[src/pkg/adc_conv_params.svh]
// Timing and width constants for the conversion and readout block
`ifndef ADC_CONV_PARAMS_SVH
`define ADC_CONV_PARAMS_SVH

// Clock rate and rounding helpers
`define CLK_PERIOD_NS      40
`define CEIL_CYC(ns)       (((ns) + `CLK_PERIOD_NS - 1) / `CLK_PERIOD_NS)
`define FLOOR_CYC(ns)      ((ns) / `CLK_PERIOD_NS)

// Result and counter widths
`define RESULT_BITS        18
`define CNT_W              6
`define HALF_W             3
`define GAP_W              2
`define BIT_W              5
`define BUSY_LEN_W         8

// Conversion sequencing times
`define CONV_NS            1440
`define RDC_SYNC_NS        530
`define RAC_SYNC_NS        1500
`define BUSY_MAX_NS        1680
`define SYNC_LEAD_NS       20

// Serial clock high phase minimum per divider setting
`define DIV0_HIGH_NS       15
`define DIV1_HIGH_NS       30
`define DIV2_HIGH_NS       60
`define DIV3_HIGH_NS       120

// Last serial clock edge to frame change minimum per divider setting
`define DIV0_TAIL_NS       5
`define DIV1_TAIL_NS       7
`define DIV2_TAIL_NS       35
`define DIV3_TAIL_NS       90

// Busy high maximum in read-after-convert per divider setting
`define DIV0_BUSY_NS       2550
`define DIV1_BUSY_NS       3400
`define DIV2_BUSY_NS       5000
`define DIV3_BUSY_NS       8200

`endif

[src/pkg/adc_conv_pkg.sv]
// Types and the serial clock decode function for the conversion and readout block
package adc_conv_pkg;
`include "adc_conv_params.svh"

   // Readout mode selection
   typedef enum logic [1:0] {
      MODE_PARALLEL,
      MODE_MASTER_RDC,
      MODE_MASTER_RAC,
      MODE_SLAVE
   } readout_mode_type;

   // Serial readout phases
   typedef enum logic [2:0] {
      SER_IDLE,
      SER_LEAD,
      SER_SHIFT,
      SER_TAIL,
      SER_END
   } ser_phase_type;

   // Serial pins: value and output enable of each
   typedef struct packed {
      logic frame;
      logic frame_oe;
      logic clk;
      logic clk_oe;
      logic data;
      logic data_oe;
   } serial_pins_type;

   // Serial clock half period in cycles per divider setting
   function automatic logic [`HALF_W-1:0] half_cycles(input logic [1:0] div);
      case (div)
         2'h0:    half_cycles = `HALF_W'(`CEIL_CYC(`DIV0_HIGH_NS));
         2'h1:    half_cycles = `HALF_W'(`CEIL_CYC(`DIV1_HIGH_NS));
         2'h2:    half_cycles = `HALF_W'(`CEIL_CYC(`DIV2_HIGH_NS));
         default: half_cycles = `HALF_W'(`CEIL_CYC(`DIV3_HIGH_NS));
      endcase
   endfunction : half_cycles

endpackage : adc_conv_pkg

[src/hdl/serial_clock_gen.sv]
// Internal serial clock generator with edge pulses
`timescale 1ns/1ps
`include "adc_conv_params.svh"
module serial_clock_gen
   import adc_conv_pkg::*;
(
   input  wire logic                mclk,
   input  wire logic                rst_n,
   input  wire logic                run,
   input  wire logic [`HALF_W-1:0]  half,
   output logic                     sclk,
   output logic                     rise_next,
   output logic                     fall_next
);

   typedef struct packed {
      logic [`HALF_W-1:0] cnt;
      logic               sclk;
   } gen_state_type;

   gen_state_type gen_reg;
   gen_state_type gen_next;

   // Half period count, toggle at its end; idle low
   always_comb
   begin
      gen_next  = gen_reg;
      rise_next = 1'b0;
      fall_next = 1'b0;
      if (!run)
      begin
         gen_next = '0;
      end
      else if (gen_reg.cnt + `HALF_W'(1) >= half)
      begin
         gen_next.cnt  = '0;
         gen_next.sclk = ~gen_reg.sclk;
         rise_next     = ~gen_reg.sclk;
         fall_next     = gen_reg.sclk;
      end
      else
      begin
         gen_next.cnt = gen_reg.cnt + `HALF_W'(1);
      end
   end

   // State register
   always_ff @(posedge mclk)
   begin
      if (!rst_n)
         gen_reg <= '0;
      else
         gen_reg <= gen_next;
   end

   assign sclk = gen_reg.sclk;

endmodule : serial_clock_gen

[src/hdl/adc_conversion_readout_timing.sv]
// Conversion sequencing and result readout: parallel, master serial, slave serial
`timescale 1ns/1ps
`include "adc_conv_params.svh"
module adc_conversion_readout_timing
   import adc_conv_pkg::*;
#(
   parameter int RESULT_BITS = `RESULT_BITS
)
(
   input  wire logic                   mclk,
   input  wire logic                   rst_n,
   input  wire logic                   convert_start_n,
   input  wire readout_mode_type       mode,
   input  wire logic [1:0]             serial_clock_divider,
   input  wire logic                   cs_n,
   input  wire logic                   rd_n,
   input  wire logic                   serial_data_clock_in,
   input  wire logic [RESULT_BITS-1:0] conv_result_in,
   output logic                        busy,
   output logic [RESULT_BITS-1:0]      data_out,
   output logic                        data_oe,
   output serial_pins_type             serial_pins
);

   // Sequencing points in cycles after the strobe edge
   localparam logic [`CNT_W-1:0]  CONV_AT     = `CNT_W'(`FLOOR_CYC(`CONV_NS));
   localparam logic [`CNT_W-1:0]  BUSY_END_AT = `CNT_W'(`FLOOR_CYC(`CONV_NS) + 1);
   localparam logic [`CNT_W-1:0]  RDC_SYNC_AT = `CNT_W'(`FLOOR_CYC(`RDC_SYNC_NS));
   localparam logic [`CNT_W-1:0]  RAC_SYNC_AT = `CNT_W'(`FLOOR_CYC(`RAC_SYNC_NS));
   localparam logic [`CNT_W-1:0]  CNT_MAX     = '1;
   localparam logic [`BIT_W-1:0]  LAST_BIT    = `BIT_W'(RESULT_BITS - 1);
   localparam logic [`BUSY_LEN_W-1:0] BUSY_MAX_CYC = `BUSY_LEN_W'(`FLOOR_CYC(`BUSY_MAX_NS));

   typedef struct packed {
      logic                   strobe_prev;
      logic                   ext_prev;
      logic                   busy;
      logic [`CNT_W-1:0]      cnt;
      logic [RESULT_BITS-1:0] result;
      logic [RESULT_BITS-1:0] shift;
      ser_phase_type          ser;
      logic [`BIT_W-1:0]      bit_cnt;
      logic [`GAP_W-1:0]      gap;
      logic                   frame;
   } ctrl_state_type;

   ctrl_state_type ctrl_reg;
   ctrl_state_type ctrl_next;

   logic                   strobe_fall;
   logic                   master;
   logic                   run;
   logic                   sclk;
   logic                   sclk_rise_next;
   logic                   sclk_fall_next;
   logic [`HALF_W-1:0]     half;

   // Frame tail wait after the last serial clock edge
   function automatic logic [`GAP_W-1:0] tail_cycles(input logic [1:0] div);
      case (div)
         2'h0:    tail_cycles = `GAP_W'(`CEIL_CYC(`DIV0_TAIL_NS));
         2'h1:    tail_cycles = `GAP_W'(`CEIL_CYC(`DIV1_TAIL_NS));
         2'h2:    tail_cycles = `GAP_W'(`CEIL_CYC(`DIV2_TAIL_NS));
         default: tail_cycles = `GAP_W'(`CEIL_CYC(`DIV3_TAIL_NS));
      endcase
   endfunction : tail_cycles

   // Mode decode and serial clock setting
   assign strobe_fall = ctrl_reg.strobe_prev & ~convert_start_n;
   assign master      = (mode == MODE_MASTER_RDC) || (mode == MODE_MASTER_RAC);
   assign run         = (ctrl_reg.ser == SER_SHIFT);
   assign half        = (mode == MODE_MASTER_RDC) ? half_cycles(2'h0)
                                                  : half_cycles(serial_clock_divider);

   // Internal serial clock
   serial_clock_gen u_sclk (
      .mclk      (mclk),
      .rst_n     (rst_n),
      .run       (run),
      .half      (half),
      .sclk      (sclk),
      .rise_next (sclk_rise_next),
      .fall_next (sclk_fall_next)
   );

   // Next-state logic: conversion sequencing and serial readout
   always_comb
   begin
      ctrl_next             = ctrl_reg;
      ctrl_next.strobe_prev = convert_start_n;
      ctrl_next.ext_prev    = serial_data_clock_in;

      // Start of conversion; strobes during busy or master serial readout are ignored
      if (strobe_fall && !ctrl_reg.busy && ctrl_reg.ser == SER_IDLE)
      begin
         ctrl_next.busy = 1'b1;
         ctrl_next.cnt  = `CNT_W'(1);
      end
      else if (ctrl_reg.cnt != '0 && ctrl_reg.cnt != CNT_MAX)
      begin
         ctrl_next.cnt = ctrl_reg.cnt + `CNT_W'(1);
      end

      // Conversion complete: capture result
      if (ctrl_reg.cnt == CONV_AT)
      begin
         ctrl_next.result = conv_result_in;
         if (mode != MODE_MASTER_RDC)
            ctrl_next.shift = conv_result_in;
      end

      // Busy falls one cycle after capture, except read-after-convert
      if (ctrl_reg.cnt == BUSY_END_AT && mode != MODE_MASTER_RAC)
         ctrl_next.busy = 1'b0;

      // Slave serial: advance on external clock rising edge
      if (mode == MODE_SLAVE && !cs_n && serial_data_clock_in && !ctrl_reg.ext_prev)
         ctrl_next.shift = {ctrl_reg.shift[RESULT_BITS-2:0], 1'b0};

      // Master serial readout sequence
      case (ctrl_reg.ser)
         SER_IDLE:
         begin
            if ((mode == MODE_MASTER_RDC && ctrl_reg.cnt == RDC_SYNC_AT) ||
                (mode == MODE_MASTER_RAC && ctrl_reg.cnt == RAC_SYNC_AT))
            begin
               ctrl_next.ser     = SER_LEAD;
               ctrl_next.frame   = 1'b1;
               ctrl_next.bit_cnt = '0;
               if (mode == MODE_MASTER_RDC)
                  ctrl_next.shift = ctrl_reg.result;   // Previous result
            end
         end
         SER_LEAD:
         begin
            ctrl_next.ser = SER_SHIFT;                 // One cycle before first edge
         end
         SER_SHIFT:
         begin
            if (sclk_fall_next)                        // Data moves with falling edge
            begin
               ctrl_next.shift   = {ctrl_reg.shift[RESULT_BITS-2:0], 1'b0};
               ctrl_next.bit_cnt = ctrl_reg.bit_cnt + `BIT_W'(1);
               if (ctrl_reg.bit_cnt == LAST_BIT)
               begin
                  ctrl_next.ser = SER_TAIL;
                  ctrl_next.gap = tail_cycles(serial_clock_divider);
               end
            end
         end
         SER_TAIL:
         begin
            ctrl_next.gap = ctrl_reg.gap - `GAP_W'(1);
            if (ctrl_reg.gap <= `GAP_W'(1))
            begin
               ctrl_next.frame = 1'b0;
               ctrl_next.ser   = SER_END;
            end
         end
         SER_END:
         begin
            if (mode == MODE_MASTER_RAC)
               ctrl_next.busy = 1'b0;                  // One cycle after frame
            ctrl_next.ser = SER_IDLE;
         end
         default:
         begin
            ctrl_next.ser = SER_IDLE;
         end
      endcase
   end

   // State register
   always_ff @(posedge mclk)
   begin
      if (!rst_n)
      begin
         ctrl_reg             <= '0;
         ctrl_reg.strobe_prev <= 1'b1;
         ctrl_reg.ser         <= SER_IDLE;
      end
      else
      begin
         ctrl_reg <= ctrl_next;
      end
   end

   // Parallel bus and busy outputs
   assign busy     = ctrl_reg.busy;
   assign data_out = ctrl_reg.result;
   assign data_oe  = (mode == MODE_PARALLEL) && !cs_n && !rd_n;

   // Serial pins, driven only while selected
   always_comb
   begin
      serial_pins.frame    = ctrl_reg.frame;
      serial_pins.clk      = sclk;
      serial_pins.data     = ctrl_reg.shift[RESULT_BITS-1];
      serial_pins.frame_oe = master && !cs_n;
      serial_pins.clk_oe   = master && !cs_n;
      serial_pins.data_oe  = (master || mode == MODE_SLAVE) && !cs_n;
   end

   // Busy length counter and read-after-convert busy ceiling for checking
   logic [`BUSY_LEN_W-1:0] busy_len;
   logic [`BUSY_LEN_W-1:0] busy_max_rac;

   always_ff @(posedge mclk)
   begin
      if (!rst_n)
         busy_len <= '0;
      else if (!ctrl_reg.busy)
         busy_len <= '0;
      else if (busy_len != '1)
         busy_len <= busy_len + `BUSY_LEN_W'(1);
   end

   // Read-after-convert busy ceiling per divider
   always_comb
   begin
      case (serial_clock_divider)
         2'h0:    busy_max_rac = `BUSY_LEN_W'(`FLOOR_CYC(`DIV0_BUSY_NS));
         2'h1:    busy_max_rac = `BUSY_LEN_W'(`FLOOR_CYC(`DIV1_BUSY_NS));
         2'h2:    busy_max_rac = `BUSY_LEN_W'(`FLOOR_CYC(`DIV2_BUSY_NS));
         default: busy_max_rac = `BUSY_LEN_W'(`FLOOR_CYC(`DIV3_BUSY_NS));
      endcase
   end
endmodule : adc_conversion_readout_timing

[config.mk]
export PLATFORM = sky130hd
export DESIGN_NAME = adc_conversion_readout_timing
export DESIGN_NICKNAME = d
export VERILOG_FILES = /design/src/pkg/adc_conv_pkg.sv /design/src/hdl/serial_clock_gen.sv /design/src/hdl/adc_conversion_readout_timing.sv
export VERILOG_INCLUDE_DIRS = /design/src /design/src/pkg
export SDC_FILE = /design/constraint.sdc
export NUM_CORES = 1
export LEC_CHECK = 0
export ABC_CLOCK_PERIOD_IN_PS = 2900
export BUFFER_PORTS_ARGS = -buffer_cell sky130_fd_sc_hd__buf_4
export CAP_MARGIN = 5
export CORE_MARGIN = 3
export CORE_UTILIZATION = 50
export DETAILED_ROUTE_END_ITERATION = 8
export HOLD_SLACK_MARGIN = 0.08
export PLACE_DENSITY_LB_ADDON = 0.1
export SYNTH_ARGS = -nofsm -noshare
export SYNTH_HDL_FRONTEND = slang
export SYNTH_SLANG_ARGS = --single-unit
[constraint.sdc]
create_clock -name mclk -period 2.9 [get_ports mclk]
set_clock_uncertainty 0.15 [all_clocks]
set_input_delay 0.29 -clock mclk [delete_from_list [all_inputs] [get_ports mclk]]
set_output_delay 0.29 -clock mclk [all_outputs]
set_load 0.01 [all_outputs]
# [Yosys cells after proc, flatten, opt, wreduce, memory -nomap -nowiden]
# Cells that the tools add are included.
[op_classes] n_reduce_logical=37 magnitude_cmp=2 eq_ne=20 bitwise=5 mux=27 add_sub_neg=4
[ops] cell="18-bit 2-to-1 mux" count=4
[ops] cell="18-bit one-hot mux with 2 select lines" count=1
[ops] cell="28-bit 2-to-1 mux" count=1
[ops] cell="26-bit 2-to-1 mux" count=1
[ops] cell="1-bit logical AND" count=13
[ops] cell="6-bit equality test (second input constant)" count=2
[ops] cell="3-bit one-hot mux with 4 select lines" count=1
[ops] cell="1-bit 2-to-1 mux" count=10
[ops] cell="5-bit one-hot mux with 2 select lines" count=1
[ops] cell="3-bit 2-to-1 mux" count=3
[ops] cell="3-bit AND reduction" count=3
[ops] cell="2-bit inequality test (second input constant)" count=4
[ops] cell="2-bit one-hot mux with 2 select lines" count=2
[ops] cell="2-bit nonzero test" count=4
[ops] cell="6-bit by 1-bit adder with 6-bit output (second input constant)" count=1
[ops] cell="2-bit equality test (second input constant)" count=3
[ops] cell="3-bit by 2-bit equality test with 1-bit output (second input constant)" count=2
[ops] cell="6-bit by 4-bit equality test with 1-bit output (second input constant)" count=1
[ops] cell="6-bit inequality test (second input constant)" count=1
[ops] cell="6-bit nonzero test" count=1
[ops] cell="3-bit OR reduction" count=2
[ops] cell="5-bit by 1-bit adder with 5-bit output (second input constant)" count=1
[ops] cell="5-bit equality test (second input constant)" count=1
[ops] cell="2-bit by 1-bit equality test with 1-bit output (second input constant)" count=2
[ops] cell="18 further kinds" count=30
[totals] wordCells=108 register_bits=60 input_bits=28

# [Logic depth before layout (Yosys ltp)]
[logic_depth] word_depth=9 mapped_depth=10

# [Hierarchy]
# Synthesis repeated with hierarchy kept, for this count alone.
[unflattened] hier_cells=390 area_unflattened_um2=3331.9
[by_module_without_submodules] module="adc_conversion_readout_timing" n_inst=1 area_per_inst_um2=3078.0 cells_each=364
[by_module_without_submodules] module="serial_clock_gen" n_inst=1 area_per_inst_um2=254.0 cells_each=26

# [Least setup slack after synthesis]
# OpenSTA, ideal clock, no wires.
[synth_path] path_type="input -> register" start="input mode[1]" end="register ctrl_reg[18] in the netlist's numbering" arrival_ns=2.362 setup_time_ns=0.138 cell_stages=10 path_buffers=1 t_required_ns=2.612 path_slack_ns=0.250 cell_sequence="inv_1 ha_1 nand2b_1 or2_2 ha_1 nand2b_1 a211o_1 a21oi_1 clkbuf_1 o221ai_1"
[synth_between] elab_chain_len=8
[synth_lines] item="from (decl)" line_no="adc_conversion_readout_timing.sv:13" source="input wire readout_mode_type mode,"
[synth_lines] item="parallel branches: the longest is 7 deep, another holds 3-bit greater-or-equal comparator"
[synth_lines] item="18-bit one-hot mux with 2 select lines (*)" line_no="adc_conversion_readout_timing.sv:121" source="case (ctrl_reg.ser)"
[synth_lines] item="to (signal assigned)" line_no="adc_conversion_readout_timing.sv:184" source="ctrl_reg <= ctrl_next;"
[synth_lines] item="to (decl)" line_no="adc_conversion_readout_timing.sv:47" source="ctrl_state_type ctrl_reg;"
# Mark *: on every way between the ends. The select of a mux whose other input is x is not followed.
# A chain may end at the register's enable or synchronous reset.

# [Final worst setup path]
[layout_path] start="input mode[1]" end="register ctrl_reg[16] in the netlist's numbering"
# The elaborated chain is that of the path after synthesis.

==> impl_metrics.ini <==
[status]
status = finished clean

[die]
die_w_um = 88.38
core.rowCount = 29
core-area_sq_mm = 0.006459
num_io_pins = 54
fp.dieArea_sq_mm = 0.007811
die_h_um = 88.38
start_util = 0.5254

[synth]
yosysMostFrequentCell = dfxtp_1
syn_avg_cell_area_sq_um = 8.358
synth_fp_nets = 448
synth_area_sq_mm = 0.003393
netlist_instances = 406
yosys_warnings = 0
synth_edf_count = 0
synthTopCellsByCount = 60 x dfxtp_1, 45 x nand2_1, 44 x nand3_1
ys.flop_type = dfxtp_1
synth-async-reset-ratio = 0
seq_area_frac_synth = 0.3540
yosysTopAreaCellShare = 0.3540
yosys.cell_types.count = 59
yosys-top-cells-area = dfxtp_1 35%, nand3_1 6.5%, buf_4 5.3%
ys_ff_latch = 60
synth_largest_area_cell = dfxtp_1

[job]
drv_cap = 0

[clocking]
clock_latency_ps = 340
clock_path_buffers = 2
cts_tree = yes
clock-sinks = 60
post-cts-setup-buffers = 0
clk_pin_slew_ps = 60
cts_root_buf = clkbuf_8
cts_buffers = 9
postCtsResizedCells = 0
ctsHtreeMaxLevel = 3

[drt]
first_pass_iters = 5
detail_route.drc_violations = 0
drtIter0Drc = 269
viasPerCell = 6.082
wire_per_inst_um = 16.79
wirelength_um = 8968
drtAntennaViolNets = 0
vias = 3248

[global_route]
grt_use_total = 0.2384
grt_pass1_vias = 3070
grt_pass1_wl_um = 14750
antenna_found_initial = 0
grt_max_degree = 43
grt-ovfl-total = 0

[power_and_ir_drop]
power.density_mw_per_mm2 = 450.5
power_leakage_nw = 1.527
vdd_drop_max_uv = 230.4

[timing]
clock.fmax_mhz = 391.8
finalSetupViolations = 0
maxSlewViolCount = 0
period_share = 0.8801
hold_ws_ps = 108.8
slew_headroom = 0.5474
grt_setup_unrepaired = no
finalHoldViolCount = 0
tightest_slew_ps = 677.3
min_period_ps = 2552
setup-tns-final_ps = 0

[place]
place_congestion = 0.8297
dpl.hpwl_um = 5861
numPortBuffers = 53
placed_cell_area_sq_mm = 0.003710

[critical_path]
crit_fanout = 8
crit_path_start_kind = input pin
cp_data_required_time_ps = 3000
worstSetupPathType = input pin to register
arrival_ps = 2650
cp-end-kind = register

[cells_and_area]
drive_gt1_frac = 0.2057
fin_area_sq_mm = 0.004100
antenna_cells = 0
fillers = 559
layout-area-overhead-vs-synth_pct = 20.83
seq_area_sq_mm = 0.001201
nets = 496
multi_input_comb_area_sq_mm = 0.001846
largest_register_ffs = 35

[worst_hold_path]
hold_class = input pin to register
## cells by family (layout without fill, tap and decap cells)
logic type	after synthesis	count (layout)	share of synthesized area
fa+ha+maj	14	14	0.05162
compound gates	106	106	0.2271
buf+inv	65	116	0.1040
other cells	1	1	0.001105
xor+xnor	5	5	0.01291
simple gates	152	152	0.2404
flops	60	60	0.3540
mux	3	3	0.008850
## cells in the final DEF, fill, tap and decap left out, drive strengths merged, types with 5 or more instances in the layout
cell type | Yosys | final
a211oi | 8 | 8
a21oi | 24 | 24
a221o | 13 | 13
and3 | 7 | 7
buf | 39 | 69
clkbuf | 13 | 12
dfxtp | 60 | 60
dlygate4sd3 | 0 | 20
ha | 14 | 14
inv | 13 | 13
nand2 | 47 | 47
nand2b | 6 | 6
nand3 | 44 | 44
nor2 | 10 | 10
nor2b | 5 | 5
nor3 | 5 | 5
o21ai | 22 | 22
o221ai | 13 | 13
## worst max-delay path, cell delays in order
cell and delay, ps:
buf_4 90, inv_1 60, ha_1 200, nand2b_1 170
or2_2 280, ha_1 260, nand2b_1 160, a211o_1 420
buf_4 210, a221o_1 320, o221ai_1 190
## final timing paths
| path | to | slack, ps | depth (start not counted) | start |
|---|---|---|---|---|
| max | ctrl_reg[16]$_SDFF_PN0_ | 350 | 11 | mode[1] |
| min | ctrl_reg[2]$_SDFFE_PN0P_ | 110 | 3 | serial_clock_divider[0] |
| max reg2reg | ctrl_reg[16]$_SDFF_PN0_ | 580 | 6 | u_sclk.gen_reg[1]$_SDFF_PP0_ |
| min reg2reg | data_out[11]$_SDFFE_PN0N_ | 330 | 2 | data_out[11]$_SDFFE_PN0N_ |
## metrics by stage
| stage | total power, mW | cells | setup WS (ps) | util |
|---|---|---|---|---|
| 2_1_floorplan | 1.003 | 406 | 249.8 | - |
| 3_5_place_dp | 1.087 | 500 | 35.23 | 0.5744 |
| 3_3_place_gp | 1.084 | 500 | 98.88 | 0.5744 |
| 5_1_grt | 1.926 | 534 | 246.8 | 0.6348 |
| 4_1_cts | 1.856 | 534 | 370.5 | 0.6348 |
| 6_report | 1.847 | 534 | 347.8 | 0.6348 |
## area by class of cell
type	instances	area share
clock buffer	12	0.03784
clock inverter	2	0.008544
inverter	13	0.01190
multi-input combinational	281	0.4501
sequential	60	0.2930
tap	77	0.02350
timing repair buffer	89	0.1752
## metal layers
metal	vias to the layer above	track usage	share of wire
met5	-	0	0
met4	0	0.08791	0.016
met3	18	0.04842	0.062
met2	128	0.3739	0.46
met1	1533	0.3244	0.46
li1	1569	-	-
## power by group
part,internal (mW),leakage (nW),switching [mW]
registers,0.836,0.485,0.0149
clock network,0.433,0.0983,0.319
logic,0.106,0.943,0.138
## repair_timing
action,in CTS,in global routing
endpoints found under the hold margin,20,0
hold buffers,20,0
endpoints found under the setup margin,0,0
(Power assumes the default switching activity.)
